`config.mk`:
```
export PLATFORM = sky130hd
export DESIGN_NAME = nv_cmd
export DESIGN_NICKNAME = d
export VERILOG_FILES = /design/src/shared/nv_cmd_pkg.sv /design/src/rtl/nv_store.sv /design/src/rtl/nv_cmd.sv
export SDC_FILE = /design/constraint.sdc
export NUM_CORES = 1
export LEC_CHECK = 0
export ABC_AREA = 1
export BUFFER_PORTS_ARGS = -buffer_cell sky130_fd_sc_hd__buf_4
export CORE_MARGIN = 2
export CORE_UTILIZATION = 40
export CTS_CLUSTER_SIZE = 16
export DETAILED_ROUTE_END_ITERATION = 10
export PLACE_DENSITY = 0.66
export SKIP_CTS_REPAIR_TIMING = 1
export SYNTH_ARGS = -nofsm -noshare
export SYNTH_HDL_FRONTEND = slang
export SYNTH_SLANG_ARGS = --single-unit
export TNS_END_PERCENT = 10
```
`constraint.sdc`:
```
create_clock -name clk -period 2.26 [get_ports clk]
set_input_delay 0.226 -clock clk [delete_from_list [all_inputs] [get_ports clk]]
set_output_delay 0.226 -clock clk [all_outputs]
set_load 0.01 [all_outputs]
```
`src/shared/nv_cmd_pkg.sv`:
```
// Purpose: constants for the non-volatile store/reload command block
// Assumes: 8-bit command codes arrive from a same-clock bus engine
// Notes: settings are 8 bits wide, four of them are backed up
// Contract
// - Command 0x11 copies every current setting into non-volatile memory.
// - Save-all takes about 50 ms; the host waits that long for the result.
// - Command 0x12 reloads every current setting from non-volatile memory.
// - Command 0x13 saves only the setting whose code equals the data byte.
// - Command 0x14 reloads only the setting whose code equals the data byte.
// - Reading 0x20 returns linear format with exponent minus ten.
// - The 0x20 value is constant and host writes leave it unchanged.
package nv_cmd_pkg;
  localparam logic [7:0] CMD_SAVE_ALL = 8'h11;
  localparam logic [7:0] CMD_LOAD_ALL = 8'h12;
  localparam logic [7:0] CMD_SAVE_ONE = 8'h13;
  localparam logic [7:0] CMD_LOAD_ONE = 8'h14;
  localparam logic [7:0] CMD_VOUT_FMT = 8'h20;
  // Linear mode 000, exponent -10 as 5-bit two's complement
  localparam logic [7:0] VOUT_FMT_VAL = 8'h16;
  localparam int NUM_SET = 4;
  localparam logic [1:0] LAST_IDX = 2'h3;
  localparam logic [7:0] SET0_CODE = 8'h01;
  localparam logic [7:0] SET1_CODE = 8'h02;
  localparam logic [7:0] SET2_CODE = 8'h21;
  localparam logic [7:0] SET3_CODE = 8'h22;
  localparam logic [7:0] SET_RST = 8'h00;
  localparam logic [1:0] IDX_RST = 2'h0;
  localparam logic [31:0] TMR_RST = 32'h0;
  localparam int unsigned SAVE_ALL_MS = 50;
  localparam int unsigned CLK_HZ = 40000000;
  localparam int unsigned SAVE_ALL_CYC = SAVE_ALL_MS * (CLK_HZ / 1000);

  // Bit 2 is the hit flag, bits 1:0 the setting index
  function automatic logic [2:0] code_index(input logic [7:0] code);
    logic [2:0] r;
    r = 3'h0;
    case (code)
      SET0_CODE: r = 3'h4;
      SET1_CODE: r = 3'h5;
      SET2_CODE: r = 3'h6;
      SET3_CODE: r = 3'h7;
      default: r = 3'h0;
    endcase
    return r;
  endfunction
endpackage

```
`src/rtl/nv_store.sv`:
```
// Purpose: small non-volatile backing store for the settings
// Assumes: one write port, one read port, registered read data
// Notes: cleared at reset so an unused word reads zero
`timescale 1ns/100ps
module nv_store
  import nv_cmd_pkg::*;
(
  input wire logic clk,
  input wire logic reset_n,
  input wire logic we,
  input wire logic [1:0] waddr,
  input wire logic [7:0] wdata,
  input wire logic [1:0] raddr,
  output logic [7:0] rdata_q
);
  logic [NUM_SET-1:0][7:0] mem_q;
  logic [NUM_SET-1:0][7:0] mem_d;
  logic [7:0] rdata_d;

  always_comb begin
    mem_d = mem_q;
    if (we) begin
      mem_d[waddr] = wdata;
    end
    rdata_d = mem_q[raddr];
  end

  always_ff @(posedge clk or negedge reset_n) begin
    if (!reset_n) begin
      mem_q <= '0;
      rdata_q <= SET_RST;
    end else begin
      mem_q <= mem_d;
      rdata_q <= rdata_d;
    end
  end
endmodule

```
`src/rtl/nv_cmd.sv`:
```
// Purpose: store/reload of settings to non-volatile memory by command code
// Assumes: command port driven by same-clock bus logic, one beat per command
// Notes: all commands are refused while a store or reload is running
`timescale 1ns/100ps
module nv_cmd
  import nv_cmd_pkg::*;
#(
  parameter int unsigned SAVE_ALL_CYCLES = SAVE_ALL_CYC
)
(
  input wire logic clk,
  input wire logic reset_n,
  input wire logic cmd_valid,
  input wire logic cmd_write,
  input wire logic [7:0] cmd_code,
  input wire logic [7:0] cmd_wdata,
  output logic cmd_ready,
  output logic rd_valid_q,
  output logic [7:0] rd_data_q,
  output logic busy,
  output logic [NUM_SET-1:0][7:0] settings_q
);
  typedef enum logic [2:0] {
    ST_IDLE, ST_SAVE, ST_WAIT, ST_RD, ST_LD
  } state_t;

  state_t state_q, state_d;
  logic [1:0] idx_q, idx_d;
  logic one_q, one_d;
  logic [31:0] tmr_q, tmr_d;
  logic [NUM_SET-1:0][7:0] settings_d;
  logic rd_valid_d;
  logic [7:0] rd_data_d;
  logic acc;
  logic [2:0] sel_hit;
  logic [2:0] reg_hit;
  logic nvm_we;
  logic [7:0] nvm_rdata;

  assign busy = (state_q != ST_IDLE);
  assign cmd_ready = !busy;
  assign acc = cmd_valid && cmd_ready;
  assign sel_hit = code_index(cmd_wdata);
  assign reg_hit = code_index(cmd_code);
  assign nvm_we = (state_q == ST_SAVE);

  ////////////////////////////////////////////////////////////////////////
  // Backing store

  nv_store u_store (
    .clk(clk),
    .reset_n(reset_n),
    .we(nvm_we),
    .waddr(idx_q),
    .wdata(settings_q[idx_q]),
    .raddr(idx_q),
    .rdata_q(nvm_rdata)
  );

  ////////////////////////////////////////////////////////////////////////
  // Command decode and sequencer

  always_comb begin
    state_d = state_q;
    idx_d = idx_q;
    one_d = one_q;
    tmr_d = tmr_q;
    settings_d = settings_q;
    rd_valid_d = 1'b0;
    rd_data_d = rd_data_q;
    case (state_q)
      ST_IDLE: begin
        if (acc && !cmd_write) begin
          rd_valid_d = 1'b1;
          if (cmd_code == CMD_VOUT_FMT) begin
            rd_data_d = VOUT_FMT_VAL;
          end else if (reg_hit[2]) begin
            rd_data_d = settings_q[reg_hit[1:0]];
          end else begin
            rd_data_d = 8'h00;
          end
        end else if (acc) begin
          case (cmd_code)
            CMD_SAVE_ALL: begin
              state_d = ST_SAVE;
              idx_d = IDX_RST;
              one_d = 1'b0;
            end
            CMD_LOAD_ALL: begin
              state_d = ST_RD;
              idx_d = IDX_RST;
              one_d = 1'b0;
            end
            CMD_SAVE_ONE: begin
              if (sel_hit[2]) begin
                state_d = ST_SAVE;
                idx_d = sel_hit[1:0];
                one_d = 1'b1;
              end
            end
            CMD_LOAD_ONE: begin
              if (sel_hit[2]) begin
                state_d = ST_RD;
                idx_d = sel_hit[1:0];
                one_d = 1'b1;
              end
            end
            CMD_VOUT_FMT: begin
              // Read-only format; write is dropped
              state_d = ST_IDLE;
            end
            default: begin
              if (reg_hit[2]) begin
                settings_d[reg_hit[1:0]] = cmd_wdata;
              end
            end
          endcase
        end
      end
      ST_SAVE: begin
        if (one_q) begin
          state_d = ST_IDLE;
        end else if (idx_q == LAST_IDX) begin
          state_d = ST_WAIT;
          tmr_d = TMR_RST;
        end else begin
          idx_d = idx_q + 2'h1;
        end
      end
      ST_WAIT: begin
        // Store commit time; busy until it has elapsed
        if (tmr_q >= SAVE_ALL_CYCLES - 1) begin
          state_d = ST_IDLE;
        end else begin
          tmr_d = tmr_q + 32'h1;
        end
      end
      ST_RD: begin
        state_d = ST_LD;
      end
      ST_LD: begin
        settings_d[idx_q] = nvm_rdata;
        if (one_q || idx_q == LAST_IDX) begin
          state_d = ST_IDLE;
        end else begin
          idx_d = idx_q + 2'h1;
          state_d = ST_RD;
        end
      end
      default: begin
        state_d = ST_IDLE;
      end
    endcase
  end

  always_ff @(posedge clk or negedge reset_n) begin
    if (!reset_n) begin
      state_q <= ST_IDLE;
      idx_q <= IDX_RST;
      one_q <= 1'b0;
      tmr_q <= TMR_RST;
      settings_q <= '0;
      rd_valid_q <= 1'b0;
      rd_data_q <= SET_RST;
    end else begin
      state_q <= state_d;
      idx_q <= idx_d;
      one_q <= one_d;
      tmr_q <= tmr_d;
      settings_q <= settings_d;
      rd_valid_q <= rd_valid_d;
      rd_data_q <= rd_data_d;
    end
  end

  ////////////////////////////////////////////////////////////////////////
  // Checks

  property p_save_all;
    @(posedge clk) disable iff (!reset_n)
    acc && cmd_write && cmd_code == CMD_SAVE_ALL |=> nvm_we [*4];
  endproperty
  a_save_all: assert property (p_save_all)
    else $error("save-all did not write every setting");

  property p_save_busy;
    @(posedge clk) disable iff (!reset_n)
    acc && cmd_write && cmd_code == CMD_SAVE_ALL |=> busy [*8];
  endproperty
  a_save_busy: assert property (p_save_busy)
    else $error("save-all ended early");

  property p_load_all;
    @(posedge clk) disable iff (!reset_n)
    acc && cmd_write && cmd_code == CMD_LOAD_ALL |=>
      busy ##[1:10] !busy;
  endproperty
  a_load_all: assert property (p_load_all)
    else $error("reload-all did not complete in time");

  property p_save_one;
    @(posedge clk) disable iff (!reset_n)
    acc && cmd_write && cmd_code == CMD_SAVE_ONE && sel_hit[2] |=>
      nvm_we && {1'b1, idx_q} == code_index($past(cmd_wdata)) ##1 !nvm_we;
  endproperty
  a_save_one: assert property (p_save_one)
    else $error("save-one wrote the wrong word");

  property p_load_one;
    @(posedge clk) disable iff (!reset_n)
    acc && cmd_write && cmd_code == CMD_LOAD_ONE && sel_hit[2] |->
      ##2 state_q == ST_LD ##1 !busy &&
      settings_q[idx_q] == $past(nvm_rdata);
  endproperty
  a_load_one: assert property (p_load_one)
    else $error("reload-one did not restore the setting");

  property p_vout_read;
    @(posedge clk) disable iff (!reset_n)
    acc && !cmd_write && cmd_code == CMD_VOUT_FMT |=>
      rd_valid_q && rd_data_q == 8'h16;
  endproperty
  a_vout_read: assert property (p_vout_read)
    else $error("format read returned a wrong value");

  property p_vout_const;
    @(posedge clk) disable iff (!reset_n)
    acc && cmd_write && cmd_code == CMD_VOUT_FMT |=>
      $stable(settings_q) && !busy;
  endproperty
  a_vout_const: assert property (p_vout_const)
    else $error("format write had an effect");

  property p_bad_sel;
    @(posedge clk) disable iff (!reset_n)
    acc && cmd_write && !sel_hit[2] &&
      (cmd_code == CMD_SAVE_ONE || cmd_code == CMD_LOAD_ONE) |=>
      !busy && !nvm_we && $stable(settings_q);
  endproperty
  a_bad_sel: assert property (p_bad_sel)
    else $error("unsupported selector changed state");
endmodule

```
# Yosys cells after proc, flatten, opt, wreduce, memory -nomap -nowiden

Index checks and enable logic that the tools add are counted.

Reduce and logical (&&, ||, !) cells: 22
Multipliers: 0
Add/subtract/negate cells: 2
Bitwise gates (word level): 1
Shift-type cells: 0
Eq/ne operators: 35
Div/mod/pow operators: 0
$lt $le $gt $ge: 5
Multiplexer cells: 48

Operator list:

| cell                    | number |
|---|---|
| $mux W32                | 7 |
| $pmux W32 S2            | 2 |
| $bwmux W32              | 3 |
| $mux W8                 | 7 |
| $bmux W8 S2             | 3 |
| $eq A8 B6 Y1 const B    | 5 |
| $add A32 B1 Y32 const B | 1 |
| $demux W8 S2            | 2 |
| $eq A8 B5 Y1 const B    | 4 |
| $ge A32 B21 Y1 const B  | 1 |
| $pmux W3 S5             | 2 |
| $pmux W3 S4             | 2 |
| $mux W3                 | 7 |
| $ne A2 B2 Y1 const B    | 9 |
| $eq A8 B1 Y1 const B    | 2 |
| $eq A8 B2 Y1 const B    | 2 |
| $mux W2                 | 7 |
| $ne A3 B3 Y1 const B    | 4 |
| $reduce_and A5 Y1       | 2 |
| $reduce_and A8 Y1       | 1 |
| $reduce_and A7 Y1       | 1 |
| $eq A3 B2 Y1 const B    | 2 |
| $lt A2 B3 Y1 const B    | 2 |
| $ne A6 B2 Y1 const B    | 1 |
| 22 further kinds        | 34 |

Bits in writable memories: 0
Output and inout bits: 43
Flip-flop bits (word level): 119
Bits in read-only memories: 0
Memories kept: 0
Bits in latches: 0
Logic and storage cells: 128
Input port bits: 20

# Logic depth before layout (Yosys ltp)

Depth in word-level cells: 12
Depth in mapped cells: 12
Gate-level depth less buffers: 12

# Modules after synthesis

A second synthesis with hierarchy kept.

Cell total of the unflattened synthesis: 952
Area total of the unflattened synthesis: 6882.9 µm²

Modules (own cells, without submodules):

| module   | area each (µm²) | sequential area each (µm²) | cells each | times used |
|---|---|---|---|---|
| nv_cmd   | 4892.2          | 1976.9                     | 709        | 1 |
| nv_store | 1990.7          | 1001.0                     | 243        | 1 |

# Worst setup path after synthesis

OpenSTA, ideal clock, no wires.

Path kind: reg-to-reg
Start point: register idx_q[0]
End point: register settings_q[0] (netlist name)
Cell stages (with the launch flop): 10
Data arrival time: 1.744 ns
Required time: 2.143 ns
Clock period less this slack: 1.861 ns
Path buffers: 2
Setup slack: 0.399 ns
Library setup time: 0.117 ns
Cell sequence: dfrtp_1 clkbuf_1 inv_2 clkbuf_1 ha_1 inv_1 o21ai_2 nand2_2 nand2_1 nand2_1

Word-level cells in the longest chain between the ends: 6
Elaborated cells on any way between the ends: 7
Those cells by class: order compare: 2; mux: 4; reduce/logical: 1

Ends and longest elaborated chain:

| what                                                                      | RTL line      | source |
|---|---|---|
| start: declaration                                                        | nv_cmd.sv:28  | `logic [1:0] idx_q, idx_d;` |
| start signal: assignment                                                  | nv_cmd.sv:167 | `idx_q <= idx_d;` |
| $lt A2 B3 Y1 (not written as such) / $ge A2 B1 Y1 (equally long branches) | nv_cmd.sv:142 | `settings_d[idx_q] = nvm_rdata;` |
| $logic_and A1 B1 Y1 (not written as such)                                 | nv_cmd.sv:142 |  |
| $mux W8 (not written as such)                                             | nv_cmd.sv:142 |  |
| $demux W8 S2 (*)                                                          | -             |  |
| $bwmux W32 (*)                                                            | nv_cmd.sv:142 |  |
| $pmux W32 S2 (*)                                                          | nv_cmd.sv:71  | `case (state_q)` |
| end signal: assignment                                                    | nv_cmd.sv:170 | `settings_q <= settings_d;` |
| end: declaration                                                          | nv_cmd.sv:21  | `output logic [NUM_SET-1:0][7:0] settings_q` |

Mark *: on every way between the ends. The rest lies on a longest branch, timed or not.
A chain may end at the register's enable or synchronous reset.

# Worst setup path after layout

Start point: register tmr_q[0]
End point: register state_q[1]

Word-level cells in the longest chain between the ends: 3

Ends and longest elaborated chain:

| what                               | RTL line      | source |
|---|---|---|
| start: declaration                 | nv_cmd.sv:30  | `logic [31:0] tmr_q, tmr_d;` |
| start signal: assignment           | nv_cmd.sv:169 | `tmr_q <= tmr_d;` |
| $ge A32 B21 Y1                     | nv_cmd.sv:132 | `if (tmr_q >= SAVE_ALL_CYCLES - 1) begin` |
| $ne A2 B2 Y1 (no source line)      | -             |  |
| $reduce_and A7 Y1 (no source line) | -             |  |
| end signal: assignment             | nv_cmd.sv:166 | `state_q <= state_d;` |
| end: declaration                   | nv_cmd.sv:27  | `state_t state_q, state_d;` |

Every way passes these cells.

==> summary.md <==
| Metric | Value |
|---|---|
| R2R setup slack | 0.28 ns |
| Hold Startpoint | cmd_code[5] |
| CP max FO | 10 |
| Main synth FF type | dfrtp_1 |
| Cell accounting for the most synthesized area | dfrtp_1 |
| Max Clock Skew | 0.00697 ns |
| Die Ht | 134 um |
| Syn nets | 973 |
| Slew HR | 34.1% |
| Unrepaired setup endpoints after global routing | false |
| Yosys warns | 0 |
| Critical Path AT | 2.27 ns |
| Num rows | 47 |
| Commonest cells post-synth | 319 x nand2_1, 119 x dfrtp_1, 99 x nor2_1 |
| First-pass GRT wire length | 30.7 mm |
| Root Buffer | clkbuf_16 |
| Post-synth EDFFs | 0 |
| Period utilization | 87.6% |
| Status | complete, no violations |
| First drt pass iteration count | 5 |
| R2R Path Start | tmr_q[0] |
| Clk sinks | 119 |
| Drt total wl | 19.1 mm |
| Gate Count Post-Synth | 948 |
| Count leader, synth | nand2_1 |
| DRT iter0 DRCs | 666 |
| Residual DRC count | 0 |
| Final GP Congestion | 0.915 |
| Average cell area after synthesis | 7.08 sq um |
| Max-cap violations | 0 |
| Core Util, Final | 49.1% |
| Cell Pwr Density | 718 nW/um^2 |
| Final Max Tran Viols | 0 |
| Fill count | 1652 |
| Synth Cell Area | 6710 sq um |
| CP startpoint kind | register |
| FF-to-FF End | state_q[1] |
| PortBufs | 62 |
| Worst EP required | 2.55 ns |
| CTS tree | yes |
| Grt total ovfl | 0 |
| Core area | 16500 sq um |
| Clk slew on worst S/H paths | 0.06 ns |
| IO Count | 63 |
| Fraction of layout cells with a size suffix above 1 | 13.3% |
| Detailed-route via count | 6399 |
| Via density | 5.13 |
| Crit path to | state_q[1] |
| Hold Path Class | in -> reg |
| Clk buf depth | 2 |
| Top cells by area, synth | dfrtp_1 44%, nand2_1 18%, o21ai_0 6.5% |
| Kind of critical path | reg -> reg |
| Die width | 134 um |
| Ant diodes | 0 |
| Worst-margin pin slew | 0.985 ns |
| FFs w/ async S/R, synth | 100% |
| Fmax | 0.505 GHz |
| Antenna violations before repair | 0 |
| Largest net degree at the start of global routing | 66 |
| Sequential fraction of the synthesis area | 44.4% |
| Hold Fails Final Rpt | 0 |
| Setup TNS | 0 ns |
| Area growth syn-to-layout | 20.6% |
| Worst Reg-to-Reg Cells | 11 |
| Total GRT Usage | 22.2% |
| CTS buffer count | 17 |
| Worst-Skew Late Latency | 0.42 ns |
| CP Launch Point | tmr_q[0] |
| Starting density of the core | 40.7% |
| WL per Instance | 15.3 um |
| CTS H-tree depth | 4 |
| Min cycle time layout | 1.98 ns |
| Crit end category | register |
| Synth cell types | 33 |
| Vias in the first global route | 5770 |
| Total Power | 0.00580 W |
| Die area | 17800 sq um |
| Flip-flop and latch count after synthesis | 119 |
| Setup violations, final | 0 |
| Final ANT Viol Nets | 0 |
| DPL Wire Length | 14.0 mm |
| P_leak | 3.98 nW |
| Net total in the final layout | 1039 |
| Worst-case vdd ir drop | 0.000512 V |
| Share of Yosys cell area claimed by the top area cell type | 44.4% |
==> worst max-delay path, cell delays in order, from the launching register on <==
cell and delay, ns:
dfrtp_1 0.42, ha_1 0.25, nand2_1 0.09, nor2_1 0.19, nand2_1 0.10, nand2_1 0.07
nand2_1 0.04, nand2_1 0.08, nand2_1 0.10, nand2_2 0.20, buf_4 0.20, o21ai_0 0.10
==> placed cells by master (no fill, tap or decap), drive strengths merged <==
cell         Yosys  routed
nand4           16      16
nor2           104     104
o211ai           8       8
a22oi            8       8
clkinv           0       4
ha               5       5
and2             1       1
nand3b           2       2
nand3           60      60
or2              1       1
xnor2            2       2
a21oi           24      24
inv             92      96
o21ai          115     115
buf             11      82
clkinvlp         0       2
dfrtp          119     119
o22ai            8       8
nor3            10      10
a21boi           1       1
dlygate4sd3      0       1
xor2             6       6
clkbuf          25      19
a32oi            5       5
bufinv           0       3
nand2          325     325
==> registers in the layout, summed over array words and instances, names as in the netlist <==
signal           count
rd_valid_q           1
rd_data_q            8
u_store.mem_q       32
one_q                1
tmr_q               32
idx_q                2
state_q              3
settings_q          32
u_store.rdata_q      8
==> cells by family after synthesis <==
| logic type | after synthesis | synth area share (%) |
|---|---|---|
| buffers and inverters | 128 | 7.68 |
| xor gates and xnor gates | 8 | 1.04 |
| DFF | 119 | 44.4 |
| AOI/OAI and AO/OA | 169 | 14.1 |
| adders and majority gates | 5 | 0.932 |
| and+or+nand+nor | 519 | 31.8 |
==> metal layers <==
layer / track usage (%) / vias up / wire length (um)
li1: - / 3202 / -
met1: 33.5 / 2957 / 9360
met5: 0 / - / 0
met4: 6.44 / 0 / 234
met3: 5.63 / 23 / 1560
met2: 31.4 / 217 / 7960
==> where the power goes <==
part | leakage, nW | internal (W) | switching (W) | total [W]
sequential | 1.64 | 0.00221 | 0.0000976 | 0.00230
combinational | 2.04 | 0.000215 | 0.000445 | 0.000659
clock | 0.301 | 0.00180 | 0.00104 | 0.00284
total | 3.98 | 0.00422 | 0.00158 | 0.00580
==> worst min-delay path by stage <==
| stage | endpoint | slack (ns) | cells after the start |
|---|---|---|---|
| after floorplan | idx_q[0] | -0.07 | 0 |
| after global placement | u_store.mem_q[13] | 0.21 | 1 |
| after detailed placement | u_store.mem_q[13] | 0.22 | 1 |
| after CTS | u_store.mem_q[13] | -0.23 | 1 |
| after global routing | settings_q[8] | 0.22 | 4 |
| final | settings_q[8] | 0.23 | 4 |
==> metrics by stage <==
step | hold WS, ns | setup WS (ns) | cells | area, sq um
2_1_floorplan | -0.0696 | 0.399 | 948 | 6710
3_3_place_gp | 0.213 | 0.310 | 1214 | 7450
3_5_place_dp | 0.218 | 0.178 | 1214 | 7450
4_1_cts | -0.235 | 0.167 | 1246 | 8080
5_1_grt | 0.220 | 0.105 | 1247 | 8090
6_report | 0.226 | 0.279 | 1247 | 8090
==> layout make-up <==
| type | count | area, sq um | area share [%] |
|---|---|---|---|
| Sequential cell | 119 | 2980 | 36.8 |
| Clock inverter | 13 | 168 | 2.07 |
| Inverter | 92 | 345 | 4.27 |
| Multi-Input combinational cell | 701 | 3220 | 39.8 |
| Timing Repair Buffer | 83 | 651 | 8.04 |
| Clock buffer | 19 | 453 | 5.60 |
| Tap cell | 220 | 275 | 3.40 |
No activity file was read; power rests on OpenSTA's default activity.
